<file path="src/core/aif_pkg.sv">
// Constants shared by the converter interrupt flag block
package aif_pkg;

    // ============================================================
    // Geometry
    localparam int NUM_LINES = 9;
    localparam int NUM_EOC   = 16;
    localparam int SEL_W     = 5;
    localparam int CFG_W     = 7;
    localparam int IDX_W     = 6;
    localparam int ADDR_W    = 8;

    // ============================================================
    // Register word indices (byte address = index * 4)
    localparam logic [IDX_W-1:0] IDX_CTRL     = 6'h00;
    localparam logic [IDX_W-1:0] IDX_FLAGS    = 6'h04;
    localparam logic [IDX_W-1:0] IDX_FLAG_CLR = 6'h05;
    localparam logic [IDX_W-1:0] IDX_OVF      = 6'h06;
    localparam logic [IDX_W-1:0] IDX_OVF_CLR  = 6'h07;
    localparam logic [IDX_W-1:0] IDX_SEL_BASE = 6'h08;
    localparam logic [IDX_W-1:0] IDX_SEL_LAST = 6'h0c;
    localparam logic [IDX_W-1:0] IDX_IRQ_STAT = 6'h0d;
    localparam logic [IDX_W-1:0] IDX_IRQ_MASK = 6'h0e;

    // ============================================================
    // Field positions
    localparam int CTRL_PULSEPOS_BIT = 2;
    localparam int CFG_CONT_BIT      = 6;
    localparam int CFG_EN_BIT        = 5;
    localparam int SEL_HI_LSB        = 8;

    // ============================================================
    // Reset values
    localparam logic [NUM_LINES-1:0] LINES_RST = 9'h000;
    localparam logic [CFG_W-1:0]     CFG_RST   = 7'h00;
    localparam logic                 BIT_RST   = 1'b0;

    // ============================================================
    // Bus responses
    localparam logic [1:0] RESP_OKAY   = 2'h0;
    localparam logic [1:0] RESP_DECERR = 2'h3;

endpackage

</file>
<file path="src/core/aif_reg_if.sv">
// Register access carrier between bus slave and register file
`timescale 1ns/1ps
interface aif_reg_if;
    logic                         wr_en;
    logic [aif_pkg::IDX_W-1:0]    wr_idx;
    logic [31:0]                  wr_data;
    logic [3:0]                   wr_strb;
    logic                         wr_err;
    logic                         rd_en;
    logic [aif_pkg::IDX_W-1:0]    rd_idx;
    logic [31:0]                  rd_data;
    logic                         rd_err;

    modport master (output wr_en, wr_idx, wr_data, wr_strb, rd_en, rd_idx,
                    input  wr_err, rd_data, rd_err);
    modport target (input  wr_en, wr_idx, wr_data, wr_strb, rd_en, rd_idx,
                    output wr_err, rd_data, rd_err);
endinterface

</file>
<file path="src/core/aif_axil_slave.sv">
// AXI4-Lite slave front end
`timescale 1ns/1ps
module aif_axil_slave (
    input  wire logic                        aclk,
    input  wire logic                        aresetn,
    input  wire logic [aif_pkg::ADDR_W-1:0]  s_axi_awaddr,
    input  wire logic                        s_axi_awvalid,
    output logic                             s_axi_awready,
    input  wire logic [31:0]                 s_axi_wdata,
    input  wire logic [3:0]                  s_axi_wstrb,
    input  wire logic                        s_axi_wvalid,
    output logic                             s_axi_wready,
    output logic [1:0]                       s_axi_bresp,
    output logic                             s_axi_bvalid,
    input  wire logic                        s_axi_bready,
    input  wire logic [aif_pkg::ADDR_W-1:0]  s_axi_araddr,
    input  wire logic                        s_axi_arvalid,
    output logic                             s_axi_arready,
    output logic [31:0]                      s_axi_rdata,
    output logic [1:0]                       s_axi_rresp,
    output logic                             s_axi_rvalid,
    input  wire logic                        s_axi_rready,
    aif_reg_if.master                        regs
);
    logic                        aw_hold_reg;
    logic [aif_pkg::IDX_W-1:0]   aw_idx_reg;
    logic                        w_hold_reg;
    logic [31:0]                 w_data_reg;
    logic [3:0]                  w_strb_reg;

    // ============================================================
    // Register file strobes
    assign regs.wr_en   = aw_hold_reg & w_hold_reg & ~s_axi_bvalid;
    assign regs.wr_idx  = aw_idx_reg;
    assign regs.wr_data = w_data_reg;
    assign regs.wr_strb = w_strb_reg;
    assign regs.rd_en   = s_axi_arvalid & s_axi_arready;
    assign regs.rd_idx  = s_axi_araddr[aif_pkg::ADDR_W-1:2];

    // ============================================================
    // Write address and data, either order
    always_ff @(posedge aclk) begin
        if (!aresetn) begin
            aw_hold_reg   <= 1'b0;
            aw_idx_reg    <= '0;
            s_axi_awready <= 1'b1;
        end else if (s_axi_awvalid && s_axi_awready) begin
            aw_hold_reg   <= 1'b1;
            aw_idx_reg    <= s_axi_awaddr[aif_pkg::ADDR_W-1:2];
            s_axi_awready <= 1'b0;
        end else if (regs.wr_en) begin
            aw_hold_reg   <= 1'b0;
        end else if (s_axi_bvalid && s_axi_bready) begin
            s_axi_awready <= 1'b1;
        end
    end

    always_ff @(posedge aclk) begin
        if (!aresetn) begin
            w_hold_reg   <= 1'b0;
            w_data_reg   <= '0;
            w_strb_reg   <= '0;
            s_axi_wready <= 1'b1;
        end else if (s_axi_wvalid && s_axi_wready) begin
            w_hold_reg   <= 1'b1;
            w_data_reg   <= s_axi_wdata;
            w_strb_reg   <= s_axi_wstrb;
            s_axi_wready <= 1'b0;
        end else if (regs.wr_en) begin
            w_hold_reg   <= 1'b0;
        end else if (s_axi_bvalid && s_axi_bready) begin
            s_axi_wready <= 1'b1;
        end
    end

    // ============================================================
    // Write response
    always_ff @(posedge aclk) begin
        if (!aresetn) begin
            s_axi_bvalid <= 1'b0;
            s_axi_bresp  <= aif_pkg::RESP_OKAY;
        end else if (regs.wr_en) begin
            s_axi_bvalid <= 1'b1;
            s_axi_bresp  <= regs.wr_err ? aif_pkg::RESP_DECERR : aif_pkg::RESP_OKAY;
        end else if (s_axi_bready) begin
            s_axi_bvalid <= 1'b0;
        end
    end

    // ============================================================
    // Read channel
    always_ff @(posedge aclk) begin
        if (!aresetn) begin
            s_axi_arready <= 1'b1;
            s_axi_rvalid  <= 1'b0;
            s_axi_rdata   <= '0;
            s_axi_rresp   <= aif_pkg::RESP_OKAY;
        end else if (regs.rd_en) begin
            s_axi_arready <= 1'b0;
            s_axi_rvalid  <= 1'b1;
            s_axi_rdata   <= regs.rd_data;
            s_axi_rresp   <= regs.rd_err ? aif_pkg::RESP_DECERR : aif_pkg::RESP_OKAY;
        end else if (s_axi_rvalid && s_axi_rready) begin
            s_axi_arready <= 1'b1;
            s_axi_rvalid  <= 1'b0;
        end
    end

endmodule

</file>
<file path="src/core/aif_line_cell.sv">
// One interrupt line: pulse, sticky flag and overflow capture
`timescale 1ns/1ps
module aif_line_cell (
    input  wire logic    aclk,
    input  wire logic    aresetn,
    input  wire logic    trig,
    input  wire logic    cont,
    input  wire logic    flag_clr,
    input  wire logic    ovf_clr,
    output logic         pulse_reg,
    output logic         flag_reg,
    output logic         ovf_reg
);
    logic pulse_next;
    logic ovf_set;

    // Re-pulse in continuous mode, else only while flag clear
    assign pulse_next = trig & (cont | ~flag_reg);
    // Overflow on a repeat trigger, untouched by a colliding clear
    assign ovf_set    = trig & flag_reg & ~flag_clr;

    always_ff @(posedge aclk) begin
        if (!aresetn) begin
            pulse_reg <= 1'b0;
        end else begin
            pulse_reg <= pulse_next;
        end
    end

    always_ff @(posedge aclk) begin
        if (!aresetn) begin
            flag_reg <= 1'b0;
        end else begin
            flag_reg <= trig | (flag_reg & ~flag_clr);
        end
    end

    always_ff @(posedge aclk) begin
        if (!aresetn) begin
            ovf_reg <= 1'b0;
        end else begin
            ovf_reg <= ovf_set | (ovf_reg & ~ovf_clr);
        end
    end
endmodule

</file>
<file path="src/core/aif_top.sv">
// Converter interrupt flag, clear and overflow logic with AXI4-Lite registers
//
// Contract
// - Upper bits 15-9 of flag and flag-clear registers read zero, writes ignored.
// - Nine sticky flags in bits 8-0, set once that line pulses.
// - Continuous mode: every selected end-of-conversion event pulses, flag set or not.
// - Not continuous with flag set: no further pulses until software clears flag.
// - A suppressed pulse is recorded as that line's overflow.
// - Writing one to flag-clear clears the flag; zero leaves it.
// - Flag-clear at word 05h, bits 8-0 map lines 9-1, reset zero.
// - Same-cycle clear and hardware set: the set wins, flag stays set.
// - Same-cycle clear and set leaves the overflow bit unchanged.
// - Overflow status register sits at word 06h.
// - Overflow when flag set and another selected trigger arrives, any mode.
// - Writing one to overflow-clear clears overflow; reads zero; set wins.
// - Select words from 08h, two lines each: continuous, enable, 5-bit source.
// - Pulse timing selects conversion start or one cycle before result latch.
//
// Local design decision: the AXI4-Lite slave port.
`timescale 1ns/1ps
module aif_top (
    input  wire logic                                 aclk,
    input  wire logic                                 aresetn,
    input  wire logic [aif_pkg::ADDR_W-1:0]           s_axi_awaddr,
    input  wire logic                                 s_axi_awvalid,
    output logic                                      s_axi_awready,
    input  wire logic [31:0]                          s_axi_wdata,
    input  wire logic [3:0]                           s_axi_wstrb,
    input  wire logic                                 s_axi_wvalid,
    output logic                                      s_axi_wready,
    output logic [1:0]                                s_axi_bresp,
    output logic                                      s_axi_bvalid,
    input  wire logic                                 s_axi_bready,
    input  wire logic [aif_pkg::ADDR_W-1:0]           s_axi_araddr,
    input  wire logic                                 s_axi_arvalid,
    output logic                                      s_axi_arready,
    output logic [31:0]                               s_axi_rdata,
    output logic [1:0]                                s_axi_rresp,
    output logic                                      s_axi_rvalid,
    input  wire logic                                 s_axi_rready,
    input  wire logic [aif_pkg::NUM_EOC-1:0]          soc_start_evt,
    input  wire logic [aif_pkg::NUM_EOC-1:0]          result_latch_evt,
    output logic [aif_pkg::NUM_LINES-1:0]             conversion_irq_line,
    output logic                                      irq
);
    localparam int NL         = aif_pkg::NUM_LINES;
    localparam int IDX_LINE_W = 4;

    aif_reg_if regs ();

    logic                          pulse_timing_select_reg;
    logic [aif_pkg::CFG_W-1:0]     cfg_reg [NL];
    logic [NL-1:0]                 irq_stat_reg;
    logic [NL-1:0]                 irq_mask_reg;
    logic                          irq_reg;
    logic [NL-1:0]                 flags;
    logic [NL-1:0]                 ovfs;
    logic [NL-1:0]                 trig;
    logic [NL-1:0]                 flag_clr;
    logic [NL-1:0]                 ovf_clr;
    logic [NL-1:0]                 irq_stat_next;
    logic [aif_pkg::NUM_EOC-1:0]   evt;
    logic [31:0]                   wd;
    logic                          wr_sel;
    logic [IDX_LINE_W-1:0]         wr_pair;
    logic                          rd_sel;
    logic [IDX_LINE_W-1:0]         rd_pair;

    // ============================================================
    // Bus slave
    aif_axil_slave u_slave (
        .aclk          (aclk),
        .aresetn       (aresetn),
        .s_axi_awaddr  (s_axi_awaddr),
        .s_axi_awvalid (s_axi_awvalid),
        .s_axi_awready (s_axi_awready),
        .s_axi_wdata   (s_axi_wdata),
        .s_axi_wstrb   (s_axi_wstrb),
        .s_axi_wvalid  (s_axi_wvalid),
        .s_axi_wready  (s_axi_wready),
        .s_axi_bresp   (s_axi_bresp),
        .s_axi_bvalid  (s_axi_bvalid),
        .s_axi_bready  (s_axi_bready),
        .s_axi_araddr  (s_axi_araddr),
        .s_axi_arvalid (s_axi_arvalid),
        .s_axi_arready (s_axi_arready),
        .s_axi_rdata   (s_axi_rdata),
        .s_axi_rresp   (s_axi_rresp),
        .s_axi_rvalid  (s_axi_rvalid),
        .s_axi_rready  (s_axi_rready),
        .regs          (regs.master)
    );

    // ============================================================
    // Write decode
    assign wd = regs.wr_data & {{8{regs.wr_strb[3]}}, {8{regs.wr_strb[2]}},
                                {8{regs.wr_strb[1]}}, {8{regs.wr_strb[0]}}};

    assign wr_sel  = regs.wr_en && regs.wr_idx >= aif_pkg::IDX_SEL_BASE
                     && regs.wr_idx <= aif_pkg::IDX_SEL_LAST;
    assign wr_pair = IDX_LINE_W'(regs.wr_idx - aif_pkg::IDX_SEL_BASE);

    // W1C strobes, bits above 8 dropped
    assign flag_clr = (regs.wr_en && regs.wr_idx == aif_pkg::IDX_FLAG_CLR)
                      ? wd[NL-1:0] : '0;
    assign ovf_clr  = (regs.wr_en && regs.wr_idx == aif_pkg::IDX_OVF_CLR)
                      ? wd[NL-1:0] : '0;

    always_comb begin
        regs.wr_err = 1'b0;
        case (regs.wr_idx)
            aif_pkg::IDX_CTRL, aif_pkg::IDX_FLAGS, aif_pkg::IDX_FLAG_CLR,
            aif_pkg::IDX_OVF, aif_pkg::IDX_OVF_CLR, aif_pkg::IDX_IRQ_STAT,
            aif_pkg::IDX_IRQ_MASK: begin
                regs.wr_err = 1'b0;
            end
            default: begin
                regs.wr_err = !wr_sel;
            end
        endcase
    end

    // ============================================================
    // Control and select registers
    always_ff @(posedge aclk) begin
        if (!aresetn) begin
            pulse_timing_select_reg <= aif_pkg::BIT_RST;
        end else if (regs.wr_en && regs.wr_idx == aif_pkg::IDX_CTRL
                     && regs.wr_strb[0]) begin
            pulse_timing_select_reg <= regs.wr_data[aif_pkg::CTRL_PULSEPOS_BIT];
        end
    end

    always_ff @(posedge aclk) begin
        if (!aresetn) begin
            for (int i = 0; i < NL; i++) begin
                cfg_reg[i] <= aif_pkg::CFG_RST;
            end
        end else if (wr_sel) begin
            for (int i = 0; i < NL; i++) begin
                if (i / 2 == int'(wr_pair) && i % 2 == 0 && regs.wr_strb[0]) begin
                    cfg_reg[i] <= regs.wr_data[aif_pkg::CFG_W-1:0];
                end
                if (i / 2 == int'(wr_pair) && i % 2 == 1 && regs.wr_strb[1]) begin
                    cfg_reg[i] <= regs.wr_data[aif_pkg::SEL_HI_LSB +: aif_pkg::CFG_W];
                end
            end
        end
    end

    // ============================================================
    // Trigger selection
    assign evt = pulse_timing_select_reg ? result_latch_evt : soc_start_evt;

    always_comb begin
        trig = '0;
        for (int i = 0; i < NL; i++) begin
            if (cfg_reg[i][aif_pkg::SEL_W-1:0] < aif_pkg::SEL_W'(aif_pkg::NUM_EOC)) begin
                trig[i] = cfg_reg[i][aif_pkg::CFG_EN_BIT]
                          & evt[cfg_reg[i][3:0]];
            end
        end
    end

    // ============================================================
    // Interrupt lines
    for (genvar g = 0; g < NL; g++) begin : g_line
        aif_line_cell u_cell (
            .aclk      (aclk),
            .aresetn   (aresetn),
            .trig      (trig[g]),
            .cont      (cfg_reg[g][aif_pkg::CFG_CONT_BIT]),
            .flag_clr  (flag_clr[g]),
            .ovf_clr   (ovf_clr[g]),
            .pulse_reg (conversion_irq_line[g]),
            .flag_reg  (flags[g]),
            .ovf_reg   (ovfs[g])
        );
    end

    // ============================================================
    // Summary interrupt
    assign irq_stat_next = conversion_irq_line
                           | (irq_stat_reg & ~((regs.wr_en
                              && regs.wr_idx == aif_pkg::IDX_IRQ_STAT) ? wd[NL-1:0] : '0));

    always_ff @(posedge aclk) begin
        if (!aresetn) begin
            irq_stat_reg <= aif_pkg::LINES_RST;
        end else begin
            irq_stat_reg <= irq_stat_next;
        end
    end

    always_ff @(posedge aclk) begin
        if (!aresetn) begin
            irq_mask_reg <= aif_pkg::LINES_RST;
        end else if (regs.wr_en && regs.wr_idx == aif_pkg::IDX_IRQ_MASK) begin
            irq_mask_reg <= (irq_mask_reg & ~{regs.wr_strb[1], {8{regs.wr_strb[0]}}})
                            | wd[NL-1:0];
        end
    end

    always_ff @(posedge aclk) begin
        if (!aresetn) begin
            irq_reg <= 1'b0;
        end else begin
            irq_reg <= |(irq_stat_next & irq_mask_reg);
        end
    end

    assign irq = irq_reg;

    // ============================================================
    // Read decode
    assign rd_sel  = regs.rd_idx >= aif_pkg::IDX_SEL_BASE
                     && regs.rd_idx <= aif_pkg::IDX_SEL_LAST;
    assign rd_pair = IDX_LINE_W'(regs.rd_idx - aif_pkg::IDX_SEL_BASE);

    always_comb begin
        regs.rd_data = '0;
        regs.rd_err  = 1'b0;
        case (regs.rd_idx)
            aif_pkg::IDX_CTRL: begin
                regs.rd_data[aif_pkg::CTRL_PULSEPOS_BIT] = pulse_timing_select_reg;
            end
            aif_pkg::IDX_FLAGS: begin
                regs.rd_data[NL-1:0] = flags;
            end
            aif_pkg::IDX_FLAG_CLR, aif_pkg::IDX_OVF_CLR: begin
                regs.rd_data = '0;
            end
            aif_pkg::IDX_OVF: begin
                regs.rd_data[NL-1:0] = ovfs;
            end
            aif_pkg::IDX_IRQ_STAT: begin
                regs.rd_data[NL-1:0] = irq_stat_reg;
            end
            aif_pkg::IDX_IRQ_MASK: begin
                regs.rd_data[NL-1:0] = irq_mask_reg;
            end
            default: begin
                regs.rd_err = !rd_sel;
                for (int i = 0; i < NL; i++) begin
                    if (rd_sel && i / 2 == int'(rd_pair)) begin
                        regs.rd_data[(i % 2) * aif_pkg::SEL_HI_LSB +: aif_pkg::CFG_W]
                            = cfg_reg[i];
                    end
                end
            end
        endcase
    end
endmodule

</file>
<file path="config.mk">
export PLATFORM = sky130hd
export DESIGN_NAME = aif_top
export DESIGN_NICKNAME = d
export VERILOG_FILES = /design/src/core/aif_pkg.sv /design/src/core/aif_reg_if.sv /design/src/core/aif_axil_slave.sv /design/src/core/aif_line_cell.sv /design/src/core/aif_top.sv
export SDC_FILE = /design/constraint.sdc
export NUM_CORES = 1
export LEC_CHECK = 0
export BUFFER_PORTS_ARGS = -buffer_cell sky130_fd_sc_hd__buf_2
export CAP_MARGIN = 20
export CORE_MARGIN = 5
export CORE_UTILIZATION = 55
export DETAILED_ROUTE_END_ITERATION = 7
export GPL_TIMING_DRIVEN = 0
export HOLD_SLACK_MARGIN = 0.15
export PLACE_DENSITY = 0.75
export SYNTH_ARGS = -nofsm -noshare
export SYNTH_HDL_FRONTEND = slang
export SYNTH_SLANG_ARGS = --single-unit
export TNS_END_PERCENT = 20
</file>
<file path="constraint.sdc">
create_clock -name aclk -period 3.6 [get_ports aclk]
set_input_delay 0.54 -clock aclk [delete_from_list [all_inputs] [get_ports aclk]]
set_output_delay 0.54 -clock aclk [all_outputs]
set_load 0.005 [all_outputs]
</file>
==> results.md, run 1 <==
- Outcome: complete, no violations
- Startpoint types: flip-flop
- Number of flops mapped to enable cells by yosys: 63
- Die W: 139 um
- H-tree levels: 4
- First drt pass iteration count: 6
- Commonest non-fill, non-tap cell in the layout: buf_2
- Cell Chain, Critical Path: buf_6 -> buf_12 -> buf_4 -> buf_4 -> mux4_2 -> mux2i_1 -> nand3b_1 -> nand4_1 -> o21ai_0
- Routed wire length: 26.8 mm
- Setup violations, final: 0
- Root Buffer: clkbuf_16
- # IOs: ~140
- Diodes inserted: 0
- Reg2reg end: g_line[8].u_cell.flag_reg
- Min-delay worst type: input port to flip-flop
- Total track usage: 27.4%
- Crit path max-delay family: buffers and inverters
- Die height: 139 um
- Maximum clock path buffer count: 2
- Vias: 7601
- Layout area overhead: 15.7%
- Final TNS setup: 0 ns
- Port Buffers: 99
- Warnings, synthesis: 0
- Mapped cell area: 0.00912 sq mm
- Worst path required time: around 3.9 ns
- Cell repeated most along the worst path: buf_4
- Max reg flops: between 60 and 70
- Final nets: 1030
- Die ar.: 0.0193 sq mm
- Synth top area cells: edfxtp_1, dfxtp_1, mux4_2
- Post-layout util: 64.3%
- Initial antenna violation count: 0
- Hpwl dp: 19.6 mm
- Synthesized area per cell: 11.4 sq um
- Final Max Tran Viols: 0
- Peak Freq: 391 MHz
- Routed Antenna Nets: 0
- Post-synth top flop: dfxtp_1
- Critical Path Start: pulse_timing_select_reg
- Distinct cell type count after synthesis: 64
- GRT Residual Overflow: 0
- P_leak: 0.00386 uW
- TritonCTS Buffers: 17
- Max-Slew Margin vs Limit: between 20% and 30%
- Final Hold Vio Count: 0
- GPL Wtd Cong: 0.922
- Unrepaired setup endpoints after global routing: false
- R2r startpoint: pulse_timing_select_reg
- # hold bufs at CTS: 0
- Slowest stage cell, crit path: mux4_2
- Dominant cell type by area after synthesis: edfxtp_1
- Stages on the worst setup path: 9
- Register area share after synthesis: 41.4%
- Crit path DAT: 2.86 ns
- First-pass GRT wire length: 40.9 mm
- Critical Path Sink Type: flip-flop
- Post-synth ARST share: 0%
- Floorplan core area: 0.0164 sq mm
- Crit path to: g_line[8].u_cell.flag_reg
- Synth top area share: between 20 and 25%
- Reg2reg setup slack: 1.04 ns
- Power Density: 399 mW/mm^2
- Met3 Resource Use GR: 7.45%
- Max cap viols: 0
- WL/cell: 22.9 um
- FP Rows: 47
- Final setup skew: between 0.009 and 0.01 ns
- Initial core utilization: 55.6%
- Fin crit period: roughly 2.6 ns
- Worst Path Max Fanout: 10
- # Post-CTS Setup Buffers: 0
- Largest net degree at the start of global routing: 17
- CTS-repair resized insts: 0
- CP max stage delay: 0.52 ns
- Synthesized instance count: 799
- Worst IR Drop VDD: 0.413 mV
- CTS sink cnt: around 160
- Gr busiest metal: met2
- Leading cell types in the layout, fill and taps excluded: buf_2, dfxtp_1, nand2_1, mux4_2
- Worst-path clk slew: about 0.060 ns
- Via-per-instance ratio: 6.49
- Skew-Pair Late Insertion Delay: 0.44 ns
- Initial DRC count: 1143
- Worst Path Buf+Inv: 4
- Met2 usage: 42.9%
- Tightest Pin Transition: 1.06 ns
- Vias in the first global route: 7118
- Count of state elements after synthesis: 157
- GRT met1 Usage: between 30% and 40%
- CTS tree: done
- Final Cycle Share: 71.1%
- Drc violations: 0
- Share of layout cells above drive strength 1: 27.9%
- Worst R2R Path Depth: 9
- Setup Crit Path Kind: flip-flop to flip-flop
==> cell families after synthesis <==
logic type	share of synthesized area (%)
buf+inv	6.50
compound gates	13.5
mux	26.8
flops	41.4
simple gates	11.8
other cells	0.0411
==> power by group <==
| group | switching, uW | internal, uW |
|---|---|---|
| combinational | 300 | 231 |
| clock | 756 | 959 |
| sequential | 55.4 | 1910 |
==> how the worst min path moves through the flow <==
stage | start | end | slack (ns) | cells after the start
global route | s_axi_wdata[0] | u_slave.regs.wr_data[0] | 0.34 | 3
finish | s_axi_awaddr[5] | u_slave.regs.wr_idx[3] | 0.34 | 3
floorplan | g_line[7].u_cell.flag_reg | g_line[7].u_cell.pulse_reg | 0.42 | 1
CTS | s_axi_awaddr[5] | u_slave.regs.wr_idx[3] | 0.34 | 3
detailed placement | u_slave.regs.wr_data[11] | u_slave.regs.wr_data[11] | 0.44 | 2
global placement | u_slave.s_axi_rdata[7] | u_slave.s_axi_rdata[7] | 0.44 | 2
==> per-layer routing <==
layer	part of all wire (%)	wire length (um)	vias to the layer above
met5	0	0	-
met4	3.3	879	0
met3	13	3370	74
met2	46	12400	543
met1	38	10200	3629
li1	-	-	3355
==> layout make-up <==
type | count | area [sq um]
multi-input cells | 548 | 4820
inverters | 20 | 75.1
well taps | 220 | 275
clock buffers | 18 | 429
repair buffers | 105 | 526
fillers | 1283 | 5850
flip-flops and latches | 157 | 3770
plain buffers | 90 | 518
clock inverters | 14 | 136
==> worst min-delay path: stages <==
cell and delay, ns:
buf_2 0.09, nand2_1 0.04, a21oi_1 0.05
==> synth_stat cells (12+ instances only) <==
cell type,number
dfxtp_1,94
nand2_1,86
mux4_2,69
a21oi_1,63
edfxtp_1,63
o21ai_0,55
clkbuf_1,44
mux2i_1,34
buf_4,33
nor2_1,33
mux4_1,21
inv_1,19
a22oi_1,17
and2_1,17
o211ai_1,12
==> stage by stage <==
step / cell area [sq um] / total power (uW) / worst slack (ns) / hold WS (ns) / std cells
2_1_floorplan: 9180 / 2310 / 1.37 / 0.421 / 815
3_3_place_gp: 9950 / 2510 / 0.659 / 0.438 / 1134
3_5_place_dp: 9970 / 2520 / 0.690 / 0.442 / 1137
4_1_cts: 10500 / 4200 / 1.06 / 0.336 / 1169
5_1_grt: 10600 / 4360 / 0.901 / 0.342 / 1172
6_report: 10600 / 4220 / 1.04 / 0.340 / 1172
Note: power is estimated with default switching activity, not from simulation.
==> run 2: changes to the inputs <==
clock period = 2.6 ns   (was 3.6 ns; I/O delays follow)
==> run 2 against run 1 <==
  * Non-clock buffer count shrank 1
  * Clock skew down 0.00093 ns
  * Flip-flop and latch count did not move
  * Design area hardly changed
  * Highest routed layer unchanged
  * Largest cell class unchanged
  * First-iteration DRC count shrank 15%
  * Worst hold slack got worse by 0.15 ns
  * Via count grew 0.83%
  * Clock power increased by 38%
==> results.md, run 2 (same netlist as run 1, synthesis figures left out) <==
- Outcome: complete, no violations
- Commonest non-fill, non-tap cell in the layout: buf_2
- WL/cell: 22.7 um
- Stages on the worst setup path: 6
- Final Cycle Share: ~94%
- Diodes inserted: 0
- CTS sink cnt: ~160
- Min-delay worst type: input port to flip-flop
- Final instance area: about 0.011 sq mm
- Worst Path Max Fanout: 9
- FP Rows: 47
- Worst IR Drop VDD: approximately 0.57 mV
- Peak Freq: 407 MHz
- Final nets: 1029
- Crit path DAT: ~2.8 ns
- Maximum clock path buffer count: 2
- GPL Wtd Cong: just over 0.9
- CTS tree: done
- Max-Slew Margin vs Limit: 29.7%
- Cell Count, Final, Fillers Out: around 1200
- # Post-CTS Setup Buffers: 0
- Skew-Pair Late Insertion Delay: about 0.43 ns
- Floorplan core area: between 0.015 and 0.02 sq mm
- Reg2reg end: g_line[2].u_cell.pulse_reg
- Fin crit period: 2.46 ns
- Largest net degree at the start of global routing: 17
- Via-per-instance ratio: 6.54
- Port Buffers: 99
- Critical Path Sink Type: flip-flop
- # hold bufs at CTS: 0
- Routed Antenna Nets: 0
- Max cap viols: 0
- Crit path to: g_line[2].u_cell.pulse_reg
- Startpoint types: flip-flop
- Initial DRC count: around 970
- P_leak: 0.00385 uW
- Worst R2R Path Depth: 6
- Hold_ws: 0.194 ns
- Die W: 139 um
- Vias in the first global route: 7118
- Crit path max-delay family: multiplexers
- Share of layout cells above drive strength 1: between 20% and 30%
- Critical Path Start: cfg_reg[0][14]
- H-tree levels: 4
- Vias: about 7700
- Final Hold Vio Count: 0
- Setup Crit Path Kind: flip-flop to flip-flop
- Power Density: 552 mW/mm^2
- Routed wire length: 26.6 mm
- Max reg flops: 63
- Total power: about 5800 uW
- Worst-path clk slew: 0.07 ns
- Final Max Tran Viols: 0
- GRT Residual Overflow: 0
- Fill cells: between 1000 and 1500
- Setup violations, final: 0
- Die ar.: 0.0193 sq mm
- Initial antenna violation count: 0
- Cell repeated most along the worst path: mux4_2
- # IOs: 142
- Placed Cells incl. Taps: roughly 1100
- TritonCTS Buffers: 17
- Root Buffer: clkbuf_16
- Layout area overhead: 15.8%
- Leading cell types in the layout, fill and taps excluded: buf_2, dfxtp_1, nand2_1, mux4_2
- Worst Path Buf+Inv: 1
- CP max stage delay: 0.58 ns
- Unrepaired setup endpoints after global routing: false
- Cell Chain, Critical Path: clkbuf_1 -> mux4_2 -> mux2i_1 -> mux4_2 -> or4b_1 -> a21oi_1
- Hpwl dp: 19.6 mm
- Initial core utilization: 55.6%
- First-pass GRT wire length: 40.9 mm
- Die height: 139 um
- Worst path required time: 2.96 ns
- Slowest stage cell, crit path: or4b_1
- Reg2reg setup slack: 0.14 ns
- First drt pass iteration count: 7
- R2r startpoint: cfg_reg[0][14]
- Placed instance area: 0.00997 sq mm
- Final setup skew: 0.00867 ns
- CTS-repair resized insts: 0
- Total track usage: 27.4%
- Drc violations: 0
- Tightest Pin Transition: 1.04 ns
run 2: cell types whose count changed in the layout (fill, tap and decap cells not counted):
cell      change
clkbuf_1      -1
mux2i_2       +1
clkbuf_2      +1
buf_4         -3
buf_6         +2
mux2i_1       -1
run 2: metal layers:
metal / GRT usage (%) / up-vias / share of wire, %
met2: 42.9 / 599 / 46
met1: 37.2 / 3623 / 37
met3: 7.45 / 92 / 13
met4: 9.47 / 0 / 3.7
li1: - / 3350 / -
met5: 0 / - / 0
run 2: worst min path at each step:
stage                              start                          to  cells past startpoint
3_5_place_dp    u_slave.regs.wr_data[11]    u_slave.regs.wr_data[11]                      2
4_1_cts                  s_axi_awaddr[5]      u_slave.regs.wr_idx[3]                      3
2_1_floorplan  g_line[7].u_cell.flag_reg  g_line[7].u_cell.pulse_reg                      1
5_1_grt                   s_axi_wdata[0]     u_slave.regs.wr_data[0]                      3
3_3_place_gp      u_slave.s_axi_rdata[7]      u_slave.s_axi_rdata[7]                      2
6_report                 s_axi_wdata[13]    u_slave.regs.wr_data[13]                      3
run 2: area by class of cell:
type / count / area, sq um / share of cell area [%]
Multi-Input combinational cell: 548 / 4820 / 45.7
Sequential cell: 157 / 3770 / 35.7
Timing Repair Buffer: 105 / 526 / 4.98
Buffer: 89 / 519 / 4.92
Clock buffer: 18 / 429 / 4.06
Tap cell: 220 / 275 / 2.61
Clock inverter: 14 / 136 / 1.29
Inverter: 20 / 75.1 / 0.711
run 2: power breakdown:
| group | leakage [uW] | internal (uW) | total [uW] | switching (uW) |
|---|---|---|---|---|
| Clock | 0.000264 | 1330 | 2370 | 1040 |
| Combinational | 0.00217 | 321 | 736 | 414 |
| Sequential | 0.00142 | 2650 | 2730 | 76.7 |
| Total | 0.00385 | 4300 | 5830 | 1530 |
run 2: per-stage QoR:
| step | setup TNS, ns | utilization (%) | worst slack (ns) |
|---|---|---|---|
| global route | 0 | 64.4 | 0.0427 |
| floorplan | 0 | - | 0.484 |
| global placement | -6.53 | 60.7 | -0.191 |
| detailed placement | -4.95 | 60.8 | -0.160 |
| CTS | 0 | 64.2 | 0.0602 |
| finish | 0 | 64.4 | 0.144 |
run 2: worst min-delay path, cell delays in order:
cell and delay [ns]:
buf_2 0.09, nand2_1 0.04, a21oi_1 0.05
==> run 3: changes to the inputs <==
BUFFER_PORTS_ARGS = -buffer_cell sky130_fd_sc_hd__buf_4   (was -buffer_cell sky130_fd_sc_hd__buf_2)
SLEW_MARGIN = 40   (was not set)
==> run 3 against run 2 <==
  * Worst hold slack improved by 0.011 ns
  * First-iteration DRC count is 1.2% higher
  * Sequential share of layout area decreased by 0.95 points
  * Final cell count is 0.43% lower
  * Clock skew up 0.00078 ns
  * Flip-flop and latch count is the same
  * Highest routed layer unchanged
  * Clock power is 7% higher
  * Sequential power about the same
==> results.md, run 3 (same netlist as run 1, synthesis figures left out) <==
- # IOs: 142
- Worst IR Drop VDD: 0.615 mV
- Fill cells: 1278
- Outcome: complete, no violations
- Critical Path Start: cfg_reg[0][14]
- FP Rows: 47
- Power Density: ~560 mW/mm^2
- Initial core utilization: 55.6%
- # Post-CTS Setup Buffers: 0
- Final setup skew: 0.00945 ns
- Tightest Pin Transition: 0.811 ns
- Total track usage: 27.6%
- Hold_ws: 0.205 ns
- Placed Cells incl. Taps: between 1000 and 1500
- Leading cell types in the layout, fill and taps excluded: buf_4, dfxtp_1, nand2_1, mux4_2
- H-tree levels: 4
- Setup Crit Path Kind: flip-flop to flip-flop
- Hold Path Origin: s_axi_wdata[1]
- Crit path DAT: around 2.8 ns
- Final Cycle Share: 94.9%
- WL/cell: 23.1 um
- Final Hold Vio Count: 0
- Largest net degree at the start of global routing: 17
- Max-Slew Margin vs Limit: 45.6%
- Via-per-instance ratio: around 6.5
- Unrepaired setup endpoints after global routing: false
- Max reg flops: 63
- Diodes inserted: 0
- Critical Path Sink Type: flip-flop
- Cell Count, Final, Fillers Out: ~1200
- Drc violations: 0
- Hpwl dp: about 20 mm
- CTS tree: done
- Post-layout util: 66.1%
- Worst-path clk slew: 0.06 ns
- Skew-Pair Late Insertion Delay: 0.43 ns
- P_leak: 0.00394 uW
- Setup violations, final: 0
- Share of layout cells above drive strength 1: 28.2%
- GRT Residual Overflow: 0
- Die W: 139 um
- Min-delay worst type: input port to flip-flop
- TritonCTS Buffers: 17
- Maximum clock path buffer count: 2
- Vias in the first global route: between 7000 and 8000
- Metal-1 WL: 10.1 mm
- GPL Wtd Cong: 0.931
- Routed wire length: 27.0 mm
- Flip-flop and latch area: 0.00377 sq mm
- Final Max Tran Viols: 0
- R2r startpoint: cfg_reg[0][14]
- Routed Antenna Nets: 0
- Multi-input gate area: 0.00485 sq mm
- CTS sink cnt: between 150 and 200
- Peak Freq: 405 MHz
- WL met3: approximately 3.3 mm
- Max cap viols: 0
- Final TNS setup: 0 ns
- Commonest non-fill, non-tap cell in the layout: buf_4
- Final nets: 1024
- Routed wl met2: between 10 and 15 mm
- Worst Path Max Fanout: 9
- Initial antenna violation count: 0
- First-pass GRT wire length: 41.2 mm
- Floorplan core area: 0.0164 sq mm
- Vias: 7632
- Max Used Layer: met4
- Worst path required time: 2.96 ns
- Die height: between 100 and 150 um
- Total power: 6040 uW
- Fin crit period: 2.47 ns
- Layout area overhead: 18.9%
- Die ar.: around 0.019 sq mm
- First drt pass iteration count: 5
- Initial DRC count: about 1000
- Port Buffers: slightly below 100
- Root Buffer: clkbuf_16
- Startpoint types: flip-flop
## run 3: cell types whose count changed in the layout (fill, tap and decap cells not counted), moves of 2 or more
| cell | change |
|---|---|
| o21ai_1 | +3 |
| clkinvlp_4 | -2 |
| bufinv_16 | +2 |
| clkinv_2 | +2 |
| buf_2 | -104 |
| buf_4 | +101 |
| o21ai_0 | -6 |
| clkinv_4 | -3 |
| o21ai_2 | +3 |
| clkbuf_1 | -2 |
## run 3: worst paths after layout
check / slack [ns] / cells past startpoint / to
setup reg to reg: 0.13 / 6 / g_line[2].u_cell.ovf_reg
hold / removal: 0.21 / 3 / u_slave.regs.wr_data[1]
setup / recovery: 0.13 / 6 / g_line[2].u_cell.ovf_reg
hold reg to reg: 0.45 / 2 / u_slave.regs.wr_data[13]
## run 3: layer usage
layer | up-vias | global-route usage (%)
met5 | - | 0
met4 | 0 | 11.8
met2 | 563 | 42.7
met1 | 3640 | 37.2
met3 | 79 | 7.14
li1 | 3350 | -
## run 3: cell type report
class | instances | area share [%]
buffer | 89 | 4.80
clock buffer | 19 | 4.08
clock inverter | 13 | 1.51
inverter | 20 | 0.692
multi-input combinational | 548 | 44.7
sequential | 157 | 34.8
tap | 220 | 2.54
timing repair buffer | 100 | 6.90
## run 3: metrics by stage
| step | worst slack (ns) | instance area (sq um) |
|---|---|---|
| 2_1_floorplan | 0.484 | 9180 |
| 3_3_place_gp | -0.227 | 10200 |
| 3_5_place_dp | -0.192 | 10200 |
| 4_1_cts | 0.0204 | 10800 |
| 5_1_grt | 0.00270 | 10800 |
| 6_report | 0.133 | 10800 |
## run 3: power breakdown
part           leakage, uW  switching, uW  internal [uW]
clock network     0.000296            996           1540
registers          0.00142           81.4           2650
logic              0.00223            413            359
## run 3: critical path, stage by stage, from the launching register on
cell and delay, ns:
edfxtp_1 0.32, clkbuf_1 0.41, mux4_2 0.32, mux2i_1 0.07, mux4_2 0.53, or4b_1 0.60
o21ai_1 0.15
## run 3: timing repair
item / in CTS / in global routing
hold buffers: 0 / 0
endpoints found under the setup margin: 0 / 3
gates resized for setup: 0 / 4
